## src/acl_cfg.svh

```systemverilog
// timing and framing constants for the audio codec link
`ifndef ACL_CFG_SVH
`define ACL_CFG_SVH

`define ACL_MCLK_KHZ        125000
`define ACL_BCLK_KHZ        24000
`define ACL_SAMPLE_KHZ      48
`define ACL_FRAME_BITS      (`ACL_BCLK_KHZ / `ACL_SAMPLE_KHZ)
`define ACL_FRAME_HALVES    (2 * `ACL_FRAME_BITS)
`define ACL_SYNC_MARK_BITS  4
`define ACL_TAG_BITS        4
`define ACL_HDR_BITS        (`ACL_SYNC_MARK_BITS + `ACL_TAG_BITS)
`define ACL_WORD_BITS       16

`endif

```

## src/acl_pkg.sv

```systemverilog
// types shared by the audio codec link
`default_nettype none
package acl_pkg;
   typedef enum logic [0:0] {
      ACL_HOLD,
      ACL_RUN
   } acl_state_t;
   typedef logic [3:0] acl_stream_t;
endpackage
`default_nettype wire

```

## src/acl_buf2.sv

```systemverilog
// two-entry buffer with registered flags and read data
`default_nettype none
module acl_buf2 #(
   parameter int WIDTH = 16
) (
   input  wire logic             mclk,
   input  wire logic             rst,
   input  wire logic [WIDTH-1:0] in_data,
   input  wire logic             in_valid,
   output var  logic             in_ready,
   output var  logic [WIDTH-1:0] out_data,
   output var  logic             out_valid,
   input  wire logic             out_ready
);
   logic [WIDTH-1:0] mem [2];
   logic             wr_ptr;
   logic             rd_ptr;
   logic             push;
   logic             pop;

   assign push = in_valid && in_ready;
   assign pop  = out_valid && out_ready;

   always_ff @(posedge mclk or posedge rst)
      if (rst)
      begin
         wr_ptr <= 1'b0;
         rd_ptr <= 1'b0;
      end
      else
      begin
         if (push)
            wr_ptr <= ~wr_ptr;
         if (pop)
            rd_ptr <= ~rd_ptr;
      end

   always_ff @(posedge mclk)
      if (push)
         mem[wr_ptr] <= in_data;

   // flags kept as flops so the ready seen upstream is glitch free
   always_ff @(posedge mclk or posedge rst)
      if (rst)
      begin
         in_ready  <= 1'b1;
         out_valid <= 1'b0;
      end
      else if (push && !pop)
      begin
         out_valid <= 1'b1;
         in_ready  <= (wr_ptr == rd_ptr) ? 1'b1 : 1'b0;
      end
      else if (pop && !push)
      begin
         in_ready  <= 1'b1;
         out_valid <= (wr_ptr == rd_ptr) ? 1'b1 : 1'b0;
      end

   always_ff @(posedge mclk or posedge rst)
      if (rst)
         out_data <= '0;
      else if (pop || !out_valid || push)
         out_data <= (pop || !out_valid) ? ((out_valid && pop) ? ((wr_ptr != ~rd_ptr) ? mem[~rd_ptr] : in_data)
                                                               : in_data)
                                         : out_data;
endmodule // acl_buf2
`default_nettype wire

```

## src/acl_link.sv

```systemverilog
// audio codec link controller: bit clock, frame sync, serial out and three serial inputs
`include "acl_cfg.svh"
`default_nettype none
module acl_link #(
   parameter int WORD = `ACL_WORD_BITS
) (
   input  wire logic                  mclk,
   input  wire logic                  rst,
   input  wire logic                  link_enable,
   input  wire acl_pkg::acl_stream_t  stream_number,
   input  wire logic [WORD-1:0]       tx_data,
   input  wire logic                  tx_valid,
   output var  logic                  tx_ready,
   output var  logic [3*WORD-1:0]     rx_data,
   output var  logic [2:0]            rx_valid,
   input  wire logic                  power_good,
   output var  logic                  four_lane_mode,
   output var  logic                  codec_reset_n,
   output var  logic                  link_bit_clock,
   output var  logic                  frame_sync,
   output var  logic                  frame_sync_oe_n,
   input  wire logic                  frame_sync_pin,
   output var  logic                  serial_out_to_codec,
   output var  logic                  serial_out_oe_n,
   input  wire logic                  serial_out_pin,
   input  wire logic [2:0]            serial_in_from_codec
);
   import acl_pkg::*;

   localparam logic [7:0] MCLK_MHZ  = 8'(`ACL_MCLK_KHZ / 1000);
   localparam logic [7:0] HALF_MHZ  = 8'(2 * `ACL_BCLK_KHZ / 1000);
   localparam logic [9:0] LAST_HALF = 10'(`ACL_FRAME_HALVES - 1);
   localparam logic [8:0] MARK_END  = 9'(`ACL_SYNC_MARK_BITS);
   localparam logic [8:0] HDR_END   = 9'(`ACL_HDR_BITS);
   localparam int         CW        = $clog2(WORD + 1);

   acl_state_t       state;
   logic [6:0]       acc;
   logic [7:0]       acc_sum;
   logic             tick;
   logic [9:0]       half;
   logic [9:0]       next_half;
   logic [8:0]       next_bit;
   logic [2:0]       pg_sync;
   logic [1:0]       fs_sync;
   logic [1:0]       so_sync;
   logic [2:0]       sdin_s1;
   logic [2:0]       sdin_s2;
   logic [WORD-1:0]  sh;
   logic [CW-1:0]    bits_left;
   logic [WORD-1:0]  buf_data;
   logic             buf_valid;
   logic             buf_pop;
   logic             in_data_zone;
   logic             rx_take;
   acl_stream_t      frame_tag;

   // fractional divider: 125 MHz cannot divide to 24 MHz by an integer, so edges jitter by one mclk
   assign acc_sum   = {1'b0, acc} + HALF_MHZ;
   assign tick      = (state == ACL_RUN) && (acc_sum >= MCLK_MHZ);
   assign next_half = (half == LAST_HALF) ? 10'h000 : half + 10'h001;
   assign next_bit  = next_half[9:1];
   assign in_data_zone = next_bit >= HDR_END;

   // header level for one bit period: start marker, then the frame's stream tag msb first
   function automatic logic sync_level(logic [8:0] bit_no, acl_stream_t tag);
      logic [8:0] tag_pos;
      tag_pos = HDR_END - 9'h001 - bit_no;
      if (bit_no < MARK_END)
         return 1'b1;
      else if (bit_no < HDR_END)
         return tag[tag_pos[1:0]];
      else
         return 1'b0;
   endfunction

   always_ff @(posedge mclk or posedge rst)
      if (rst)
         state <= ACL_HOLD;
      else
         state <= (link_enable && pg_sync[1]) ? ACL_RUN : ACL_HOLD;

   always_ff @(posedge mclk or posedge rst)
      if (rst)
         codec_reset_n <= 1'b0;
      else
         codec_reset_n <= (state == ACL_RUN);

   always_ff @(posedge mclk or posedge rst)
      if (rst)
         acc <= 7'h00;
      else if (state != ACL_RUN)
         acc <= 7'h00;
      else if (tick)
         acc <= 7'(acc_sum - MCLK_MHZ);
      else
         acc <= acc_sum[6:0];

   always_ff @(posedge mclk or posedge rst)
      if (rst)
      begin
         half           <= LAST_HALF;
         link_bit_clock <= 1'b0;
      end
      else if (state != ACL_RUN)
      begin
         half           <= LAST_HALF;
         link_bit_clock <= 1'b0;
      end
      else if (tick)
      begin
         half           <= next_half;
         link_bit_clock <= ~next_half[0];
      end

   // tag held for the whole frame so a change mid-header cannot mix two stream numbers
   always_ff @(posedge mclk or posedge rst)
      if (rst)
         frame_tag <= '0;
      else if (tick && next_half == 10'h000)
         frame_tag <= stream_number;

   // frame marker then stream tag, msb first, both on rising edges
   always_ff @(posedge mclk or posedge rst)
      if (rst)
         frame_sync <= 1'b0;
      else if (state != ACL_RUN)
         frame_sync <= 1'b0;
      else if (tick && !next_half[0])
         frame_sync <= sync_level(next_bit, frame_tag);

   // straps: pins undriven until power good so the pulled levels can be read
   always_ff @(posedge mclk or posedge rst)
      if (rst)
      begin
         pg_sync <= 3'h0;
         fs_sync <= 2'h0;
         so_sync <= 2'h0;
      end
      else
      begin
         pg_sync <= {pg_sync[1:0], power_good};
         fs_sync <= {fs_sync[0], frame_sync_pin};
         so_sync <= {so_sync[0], serial_out_pin};
      end

   always_ff @(posedge mclk or posedge rst)
      if (rst)
         four_lane_mode <= 1'b0;
      else if (pg_sync[1] && !pg_sync[2])
         four_lane_mode <= fs_sync[1] && so_sync[1];

   always_ff @(posedge mclk or posedge rst)
      if (rst)
      begin
         frame_sync_oe_n <= 1'b1;
         serial_out_oe_n <= 1'b1;
      end
      else
      begin
         frame_sync_oe_n <= ~pg_sync[2];
         serial_out_oe_n <= ~pg_sync[2];
      end

   acl_buf2 #(
      .WIDTH (WORD)
   ) u_txbuf (
      .mclk      (mclk),
      .rst       (rst),
      .in_data   (tx_data),
      .in_valid  (tx_valid),
      .in_ready  (tx_ready),
      .out_data  (buf_data),
      .out_valid (buf_valid),
      .out_ready (buf_pop)
   );

   assign buf_pop = tick && in_data_zone && (bits_left == '0) && buf_valid;

   // one new bit every half period gives the double rate output
   always_ff @(posedge mclk or posedge rst)
      if (rst)
      begin
         serial_out_to_codec <= 1'b0;
         sh                  <= '0;
         bits_left           <= '0;
      end
      else if (state != ACL_RUN)
      begin
         serial_out_to_codec <= 1'b0;
         bits_left           <= '0;
      end
      else if (tick)
      begin
         if (!in_data_zone)
            serial_out_to_codec <= 1'b0;
         else if (bits_left != '0)
         begin
            serial_out_to_codec <= sh[WORD-1];
            sh                  <= sh << 1;
            bits_left           <= bits_left - CW'(1);
         end
         else if (buf_valid)
         begin
            serial_out_to_codec <= buf_data[WORD-1];
            sh                  <= buf_data << 1;
            bits_left           <= CW'(WORD - 1);
         end
         else
            serial_out_to_codec <= 1'b0;
      end

   always_ff @(posedge mclk or posedge rst)
      if (rst)
      begin
         sdin_s1 <= 3'h0;
         sdin_s2 <= 3'h0;
      end
      else
      begin
         sdin_s1 <= serial_in_from_codec;
         sdin_s2 <= sdin_s1;
      end

   // sample one mclk after the falling edge: a half period may be only two mclk,
   // shorter than the input synchroniser's lag behind the codec's rising-edge change
   always_ff @(posedge mclk or posedge rst)
      if (rst)
         rx_take <= 1'b0;
      else
         rx_take <= tick && next_half[0] && in_data_zone;

   // only the current link type is framed here; no legacy slot layout
   genvar g;
   generate
      for (g = 0; g < 3; g++)
      begin : g_rx
         logic [WORD-1:0] rsh;
         logic [CW-1:0]   rcnt;

         always_ff @(posedge mclk or posedge rst)
            if (rst)
            begin
               rsh                       <= '0;
               rcnt                      <= '0;
               rx_valid[g]               <= 1'b0;
               rx_data[g*WORD +: WORD]   <= '0;
            end
            else
            begin
               rx_valid[g] <= 1'b0;
               if (state != ACL_RUN || (tick && next_half == 10'h000))
                  rcnt <= '0;
               else if (rx_take)
               begin
                  // codec bit has cleared both synchroniser stages by now
                  rsh <= {rsh[WORD-2:0], sdin_s2[g]};
                  if (rcnt == CW'(WORD - 1))
                  begin
                     rcnt                    <= '0;
                     rx_valid[g]             <= 1'b1;
                     rx_data[g*WORD +: WORD] <= {rsh[WORD-2:0], sdin_s2[g]};
                  end
                  else
                     rcnt <= rcnt + CW'(1);
               end
            end
      end
   endgenerate
endmodule // acl_link
`default_nettype wire

```

## config.mk

```make
export PLATFORM = sky130hd
export DESIGN_NAME = acl_link
export DESIGN_NICKNAME = d
export VERILOG_FILES = /design/src/acl_pkg.sv /design/src/acl_buf2.sv /design/src/acl_link.sv
export VERILOG_INCLUDE_DIRS = /design/src
export SDC_FILE = /design/constraint.sdc
export NUM_CORES = 1
export LEC_CHECK = 0
export BUFFER_PORTS_ARGS = -buffer_cell sky130_fd_sc_hd__buf_2
export CAP_MARGIN = 20
export CORE_UTILIZATION = 40
export CTS_BUF_LIST = sky130_fd_sc_hd__clkbuf_16
export CTS_CLUSTER_SIZE = 14
export DETAILED_ROUTE_END_ITERATION = 8
export GPL_TIMING_DRIVEN = 0
export PLACE_DENSITY = 0.57
export SLEW_MARGIN = 0
export SYNTH_ARGS = -nofsm -noshare
export SYNTH_HDL_FRONTEND = slang
export SYNTH_SLANG_ARGS = --single-unit
```

## constraint.sdc

```tcl
create_clock -name mclk -period 20.8 [get_ports mclk]
set_clock_uncertainty 0.1 [all_clocks]
set_input_delay 4.16 -clock mclk [delete_from_list [all_inputs] [get_ports mclk]]
set_output_delay 4.16 -clock mclk [all_outputs]
set_load 0.01 [all_outputs]
```

==> After elaboration in Yosys (flattened, before gate mapping) <==
Memory sizes are Yosys's and may differ from the RTL's.
Index checks and enable logic that the tools add are counted.
{ "classes": {"add_sub_neg": 8, "n_bitwise": 6, "order_cmp": 5, "n_reduce_logical": 37, "n_eq_ne": 10, "mux": 53} }
{ "op_table": {"columns": ["op", "n"], "rows": [
  ["2-to-1 mux 5 bit", 14],
  ["2-to-1 mux 16 bit", 4],
  ["2-to-1 mux 10 bit", 3],
  ["2-to-1 mux 1 bit", 29],
  ["logical AND 1 bit", 16],
  ["adder 5 x 1 -> 5 bit (second input constant)", 3],
  ["== test 5 x 4 -> 1 bit (second input constant)", 3],
  ["2-to-1 mux 7 bit", 2],
  ["AND reduction 3 bit", 4],
  ["adder 10 x 1 -> 10 bit (second input constant)", 1],
  ["== test 10 bit (second input constant)", 1],
  ["logical NOT 10 bit", 1],
  [">= comparator 9 x 4 -> 1 bit (second input constant)", 1],
  ["less-than comparator 9 x 3 -> 1 bit (second input constant)", 1],
  ["less-than comparator 9 x 4 -> 1 bit (second input constant)", 1],
  ["adder 7 x 6 -> 8 bit (second input constant)", 1],
  [">= comparator 8 x 7 -> 1 bit (second input constant)", 1],
  ["subtractor 7 bit (second input constant)", 1],
  ["!= test 2 x 1 -> 1 bit (second input constant)", 3],
  ["inverter 1 bit", 6],
  ["nonzero test 2 bit", 3],
  ["logical NOT 1 bit", 5],
  ["logical NOT 5 bit", 1],
  ["nonzero test 5 bit", 1],
  ["other kinds (10)", 13]
]} }
{ "totals": {"inputBits": 30, "mem_count": 1, "ff_bits": 194, "ramBits": 32} }
{ "memory_table": {"columns": ["name", "words", "word_bits", "read_ports", "rd_ports_with_merged_regs", "write_ports", "line", "rtl"], "rows": [
  ["u_txbuf.mem", 2, 16, 1, 0, 1, "acl_buf2.sv:15", "logic [WIDTH-1:0] mem [2];"]
]} }

==> Logic depth before layout (Yosys ltp) <==
{ "logic_depth": {"ltp_word": 10, "ltp_mapped": 12, "mapped_depth_nobuf": 10} }

==> Modules after synthesis <==
A second synthesis with hierarchy kept.
{ "hier_totals": {"cells_unflattened": 685, "area_unflattened_um2": 9489.1} }
{ "modules_own_cells": {"columns": ["module", "area_each_um2", "cells_each", "n_inst"], "rows": [
  ["acl_link", 7409.6, 554, 1],
  ["acl_buf2", 2079.5, 131, 1]
]} }

==> Worst setup path after synthesis <==
Ideal clock, no wire load.
{ "synth_timing": {"path_kind": "input port to flip-flop", "start": "in tx_valid", "end": "mem u_txbuf.mem[0][0], enable pin", "stages": 2, "arrival_time_ns": 4.949, "path_slack_ns": 15.363, "setup_ns": 0.388, "required_time_ns": 20.312, "cell_sequence": "nand2_1 -> nor2_1"} }
{ "synth_via": {"elab_chain_cells": 3} }
{ "synth_rtl": {"columns": ["item", "line", "rtl"], "rows": [
  ["from (decl)", "acl_link.sv:12", "input wire logic tx_valid,"],
  ["logical AND 1 bit", "acl_buf2.sv:21", "assign push = in_valid && in_ready;"],
  ["2-to-1 mux 1 bit", "acl_buf2.sv:39", "if (push)"],
  ["2-to-1 mux 1 bit (not written as such)", "acl_buf2.sv:40", "mem[wr_ptr] <= in_data;"],
  ["to (decl)", "acl_buf2.sv:15", null]
]} }
No other way between the ends.

==> Worst setup path in the final report <==
{ "layout_timing": {"start": "reg serial_out_oe_n", "end": "out serial_out_oe_n"} }
{ "layout_rtl": {"columns": ["item", "line", "rtl"], "rows": [
  ["from (decl)", "acl_link.sv:24", "output var logic serial_out_oe_n,"],
  ["from (signal assigned)", "acl_link.sv:162", "serial_out_oe_n <= ~pg_sync[2];"]
]} }
No word-level cell between the ends.

==> results.sh <==
export IMPL_start_kind="register"
export IMPL_grt_max_degree=110
export IMPL_drtPass1Iterations=4
export IMPL_place_gp_congestion=0.766
export IMPL_internal_power_uw=783
export IMPL_synth_edf_count=32
export IMPL_cts_tree="built"
export IMPL_max_slew_margin_pct=52.3
export IMPL_p_switching_uw=283
export IMPL_rsz0062_at_grt="false"
export IMPL_synth_warning_count=0
export IMPL_numCtsBuffers=26
export IMPL_clk_path_buf_depth=3
export IMPL_dieArea_um2=24700
export IMPL_clkLatencyLatePin_ps=520
export IMPL_min_period_ps=5500
export IMPL_core_area_um2=23500
export IMPL_power_frac_seq_pct=47.8
export IMPL_syn_nets=806
export IMPL_async_flop_share_pct=85.8
export IMPL_grt_pass1_wl_um=30500
export IMPL_viasPerCell=4.86
export IMPL_crit_type="register to primary output"
export IMPL_syn_to_final_growth_pct=17.1
export IMPL_slew_violations=0
export IMPL_drc=0
export IMPL_wl_per_cell_um=14.7
export IMPL_hold_violations=0
export IMPL_path_max_fanout=2
export IMPL_antenna_found_initial=1
export IMPL_fin_setup_tns_ps=0
export IMPL_path_buf_inv=2
export IMPL_final_common_cell="dfrtp_1"
export IMPL_cts_htree_levels=1
export IMPL_final_cell_mix="183 x dfrtp_1, 92 x buf_2, 90 x mux2_2, 66 x nand2_1, 49 x nor2_1"
export IMPL_clock_fmax_mhz=182
export IMPL_finalCritPeriodShare_pct=26.5
export IMPL_critical_path_top_delay_family="flip-flops"
export IMPL_synth_cell_types=61
export IMPL_maxCapViolCount=0
export IMPL_post_place_ws_ps=15300
export IMPL_grt_overflow_total=0
export IMPL_max_stage_delay_ps=530
export IMPL_final_setup_viol_count=0
export IMPL_p_sw_share_pct=26.5
export IMPL_drive_gt1_share_pct=28.0
export IMPL_cp_end_kind="primary output"
export IMPL_setup_ws_ps=15300
export IMPL_cp_arrival_ps=1240
export IMPL_synth_area_um2=9610
export IMPL_grt_usage_pct=15.2
export IMPL_cp_cell_sequence="buf_4 -> buf_2"
export IMPL_ys_seq_area_share_pct=60.4
export IMPL_boundaryPins=89
export IMPL_p_per_area_nw_per_um2=94.8
export IMPL_portBuffers=88
export IMPL_postRouteAntennaNets=0
export IMPL_layout_nets=924
export IMPL_rows=56
export IMPL_die_height_um=157
export IMPL_cts_sinks=225
export IMPL_synth_ff_type="dfrtp_1"
export IMPL_hold_buffers=0
export IMPL_first_global_vias=6040
export IMPL_synth_seq_cells=225
export IMPL_vdd_ir_drop_max_uv=77.6
export IMPL_vias=5938
export IMPL_avgSynthCellArea_um2=12.6
export IMPL_initial_core_util_pct=40.8
export IMPL_dp_hpwl_um=12100
export IMPL_design_area_um2=11300
export IMPL_cts_setup_buffers=0
export IMPL_drt_total_wl_um=18000
export IMPL_status="completed"
export IMPL_hold_class="register to register"
export IMPL_path_clk_slew_ps=60
export IMPL_combPwrFrac_pct=14.7
export IMPL_placed_cell_area_um2=10500
export IMPL_required_ps=16540
export IMPL_root_buffer="clkbuf_16"
export IMPL_die_w_um=157
export IMPL_p_leak_uw=0.00546
export IMPL_tightest_slew_ps=716
export IMPL_synth_cells=765
export IMPL_ctsResizeCount=0
export IMPL_p_clk_share_pct=37.5
export IMPL_filler_cell_count=2207
export IMPL_cp_slowest_cell="dfstp_2"
export IMPL_drt_iter0_markers=272
[logic make-up (layout without fill, tap and decap cells)]
kind of cell    count (synthesis)  in the layout  share of synthesized area, %
flops                         225            225                          60.4
simple gates                  198            198                          10.1
mux                           134            134                          15.7
compound gates                128            128                          8.35
buf+inv                        52            190                          2.43
xor+xnor                       17             17                          1.55
fa+ha+maj                      11             11                          1.43
other cells                     0              1                             0
[registers in the layout, summed over array words and instances (netlist names), 2 cells and up]
register / flops
rx_data: 48
fs_sync: 2
u_txbuf.mem: 32
half: 10
g_rx.rcnt: 15
pg_sync: 3
acc: 7
bits_left: 5
sh: 15
sdin_s1: 3
so_sync: 2
frame_tag: 4
g_rx.rsh: 45
rx_valid: 3
sdin_s2: 3
u_txbuf.out_data: 16
[layout make-up]
type / instances / area, um^2 / share of cell area (%)
diodes: 1 / 2.50 / 0.0222
multi-input cells: 488 / 3570 / 31.8
flip-flops and latches: 225 / 5800 / 51.6
repair buffers: 90 / 475 / 4.23
clock buffers: 27 / 676 / 6.00
clock inverters: 21 / 82.6 / 0.734
inverters: 13 / 56.3 / 0.500
plain buffers: 39 / 185 / 1.65
well taps: 319 / 399 / 3.55
[cell usage after synthesis (5+ instances only)]
cell type,number,share of area (%)
a211oi_1,16,1.2
mux2_2,90,11
o211ai_1,5,0.39
and2_1,13,0.85
o21ai_0,29,1.5
ha_1,11,1.4
edfxtp_1,32,10
nand2_1,66,2.6
nand3_1,11,0.57
clkbuf_1,25,0.98
nand2b_1,7,0.46
and3_1,5,0.33
inv_1,13,0.51
dfstp_2,10,2.7
mux2i_1,34,3.5
nor2b_1,21,1.4
buf_4,5,0.39
dfrtp_1,183,48
mux2_4,9,1.4
xnor2_1,11,1.0
a31oi_1,6,0.39
nor2_1,49,1.9
a21oi_1,48,2.5
xor2_1,6,0.55
[worst reg2reg max path, stage by stage, from the launching register on]
cell and delay (ps):
dfstp_2 600, ha_1 240, nand2_1 190, nor3_4 440
a21oi_2 40, or4_1 530, buf_2 200, nor3_1 600
nand2b_1 320, buf_2 280, nor2_1 80
[worst paths after layout]
check	startpoint	end	slack (ps)	cells after the start
max	serial_out_oe_n	serial_out_oe_n	15300	2
min	sdin_s1[0]	sdin_s2[0]	250	0
min reg2reg	sdin_s1[0]	sdin_s2[0]	250	0
max reg2reg	half[0]	g_rx[0].rcnt[3]	17050	10
min in group asynchronous	rst	u_txbuf.wr_ptr	3630	2
max in group asynchronous	rst	rx_data[41]	16020	3
[routing by layer]
metal | global-route usage (%) | up-vias | wire length, um
li1 | - | 2961 | -
met1 | 20.7 | 2866 | 8760
met2 | 24.7 | 84 | 8170
met3 | 2.92 | 27 | 614
met4 | 4.58 | 0 | 417
met5 | 0 | - | 0
[metrics by stage]
stage | power (uW) | hold slack, ps | util [%] | instances
2_1_floorplan | 632 | 231 | - | 765
3_3_place_gp | 672 | 234 | 44.4 | 1172
3_5_place_dp | 676 | 238 | 44.6 | 1174
4_1_cts | 1080 | 251 | 47.8 | 1222
5_1_grt | 1130 | 265 | 47.8 | 1222
6_report | 1070 | 250 | 47.8 | 1223
[power by group through the flow]
stage | registers, uW | clock network (uW) | logic [uW]
3_3_place_gp | 518 | 0 | 155
6_report | 509 | 400 | 157
5_1_grt | 515 | 434 | 179
3_5_place_dp | 518 | 0 | 159
2_1_floorplan | 512 | 0 | 120
4_1_cts | 510 | 415 | 159
Power figures use the tool's default switching activity.
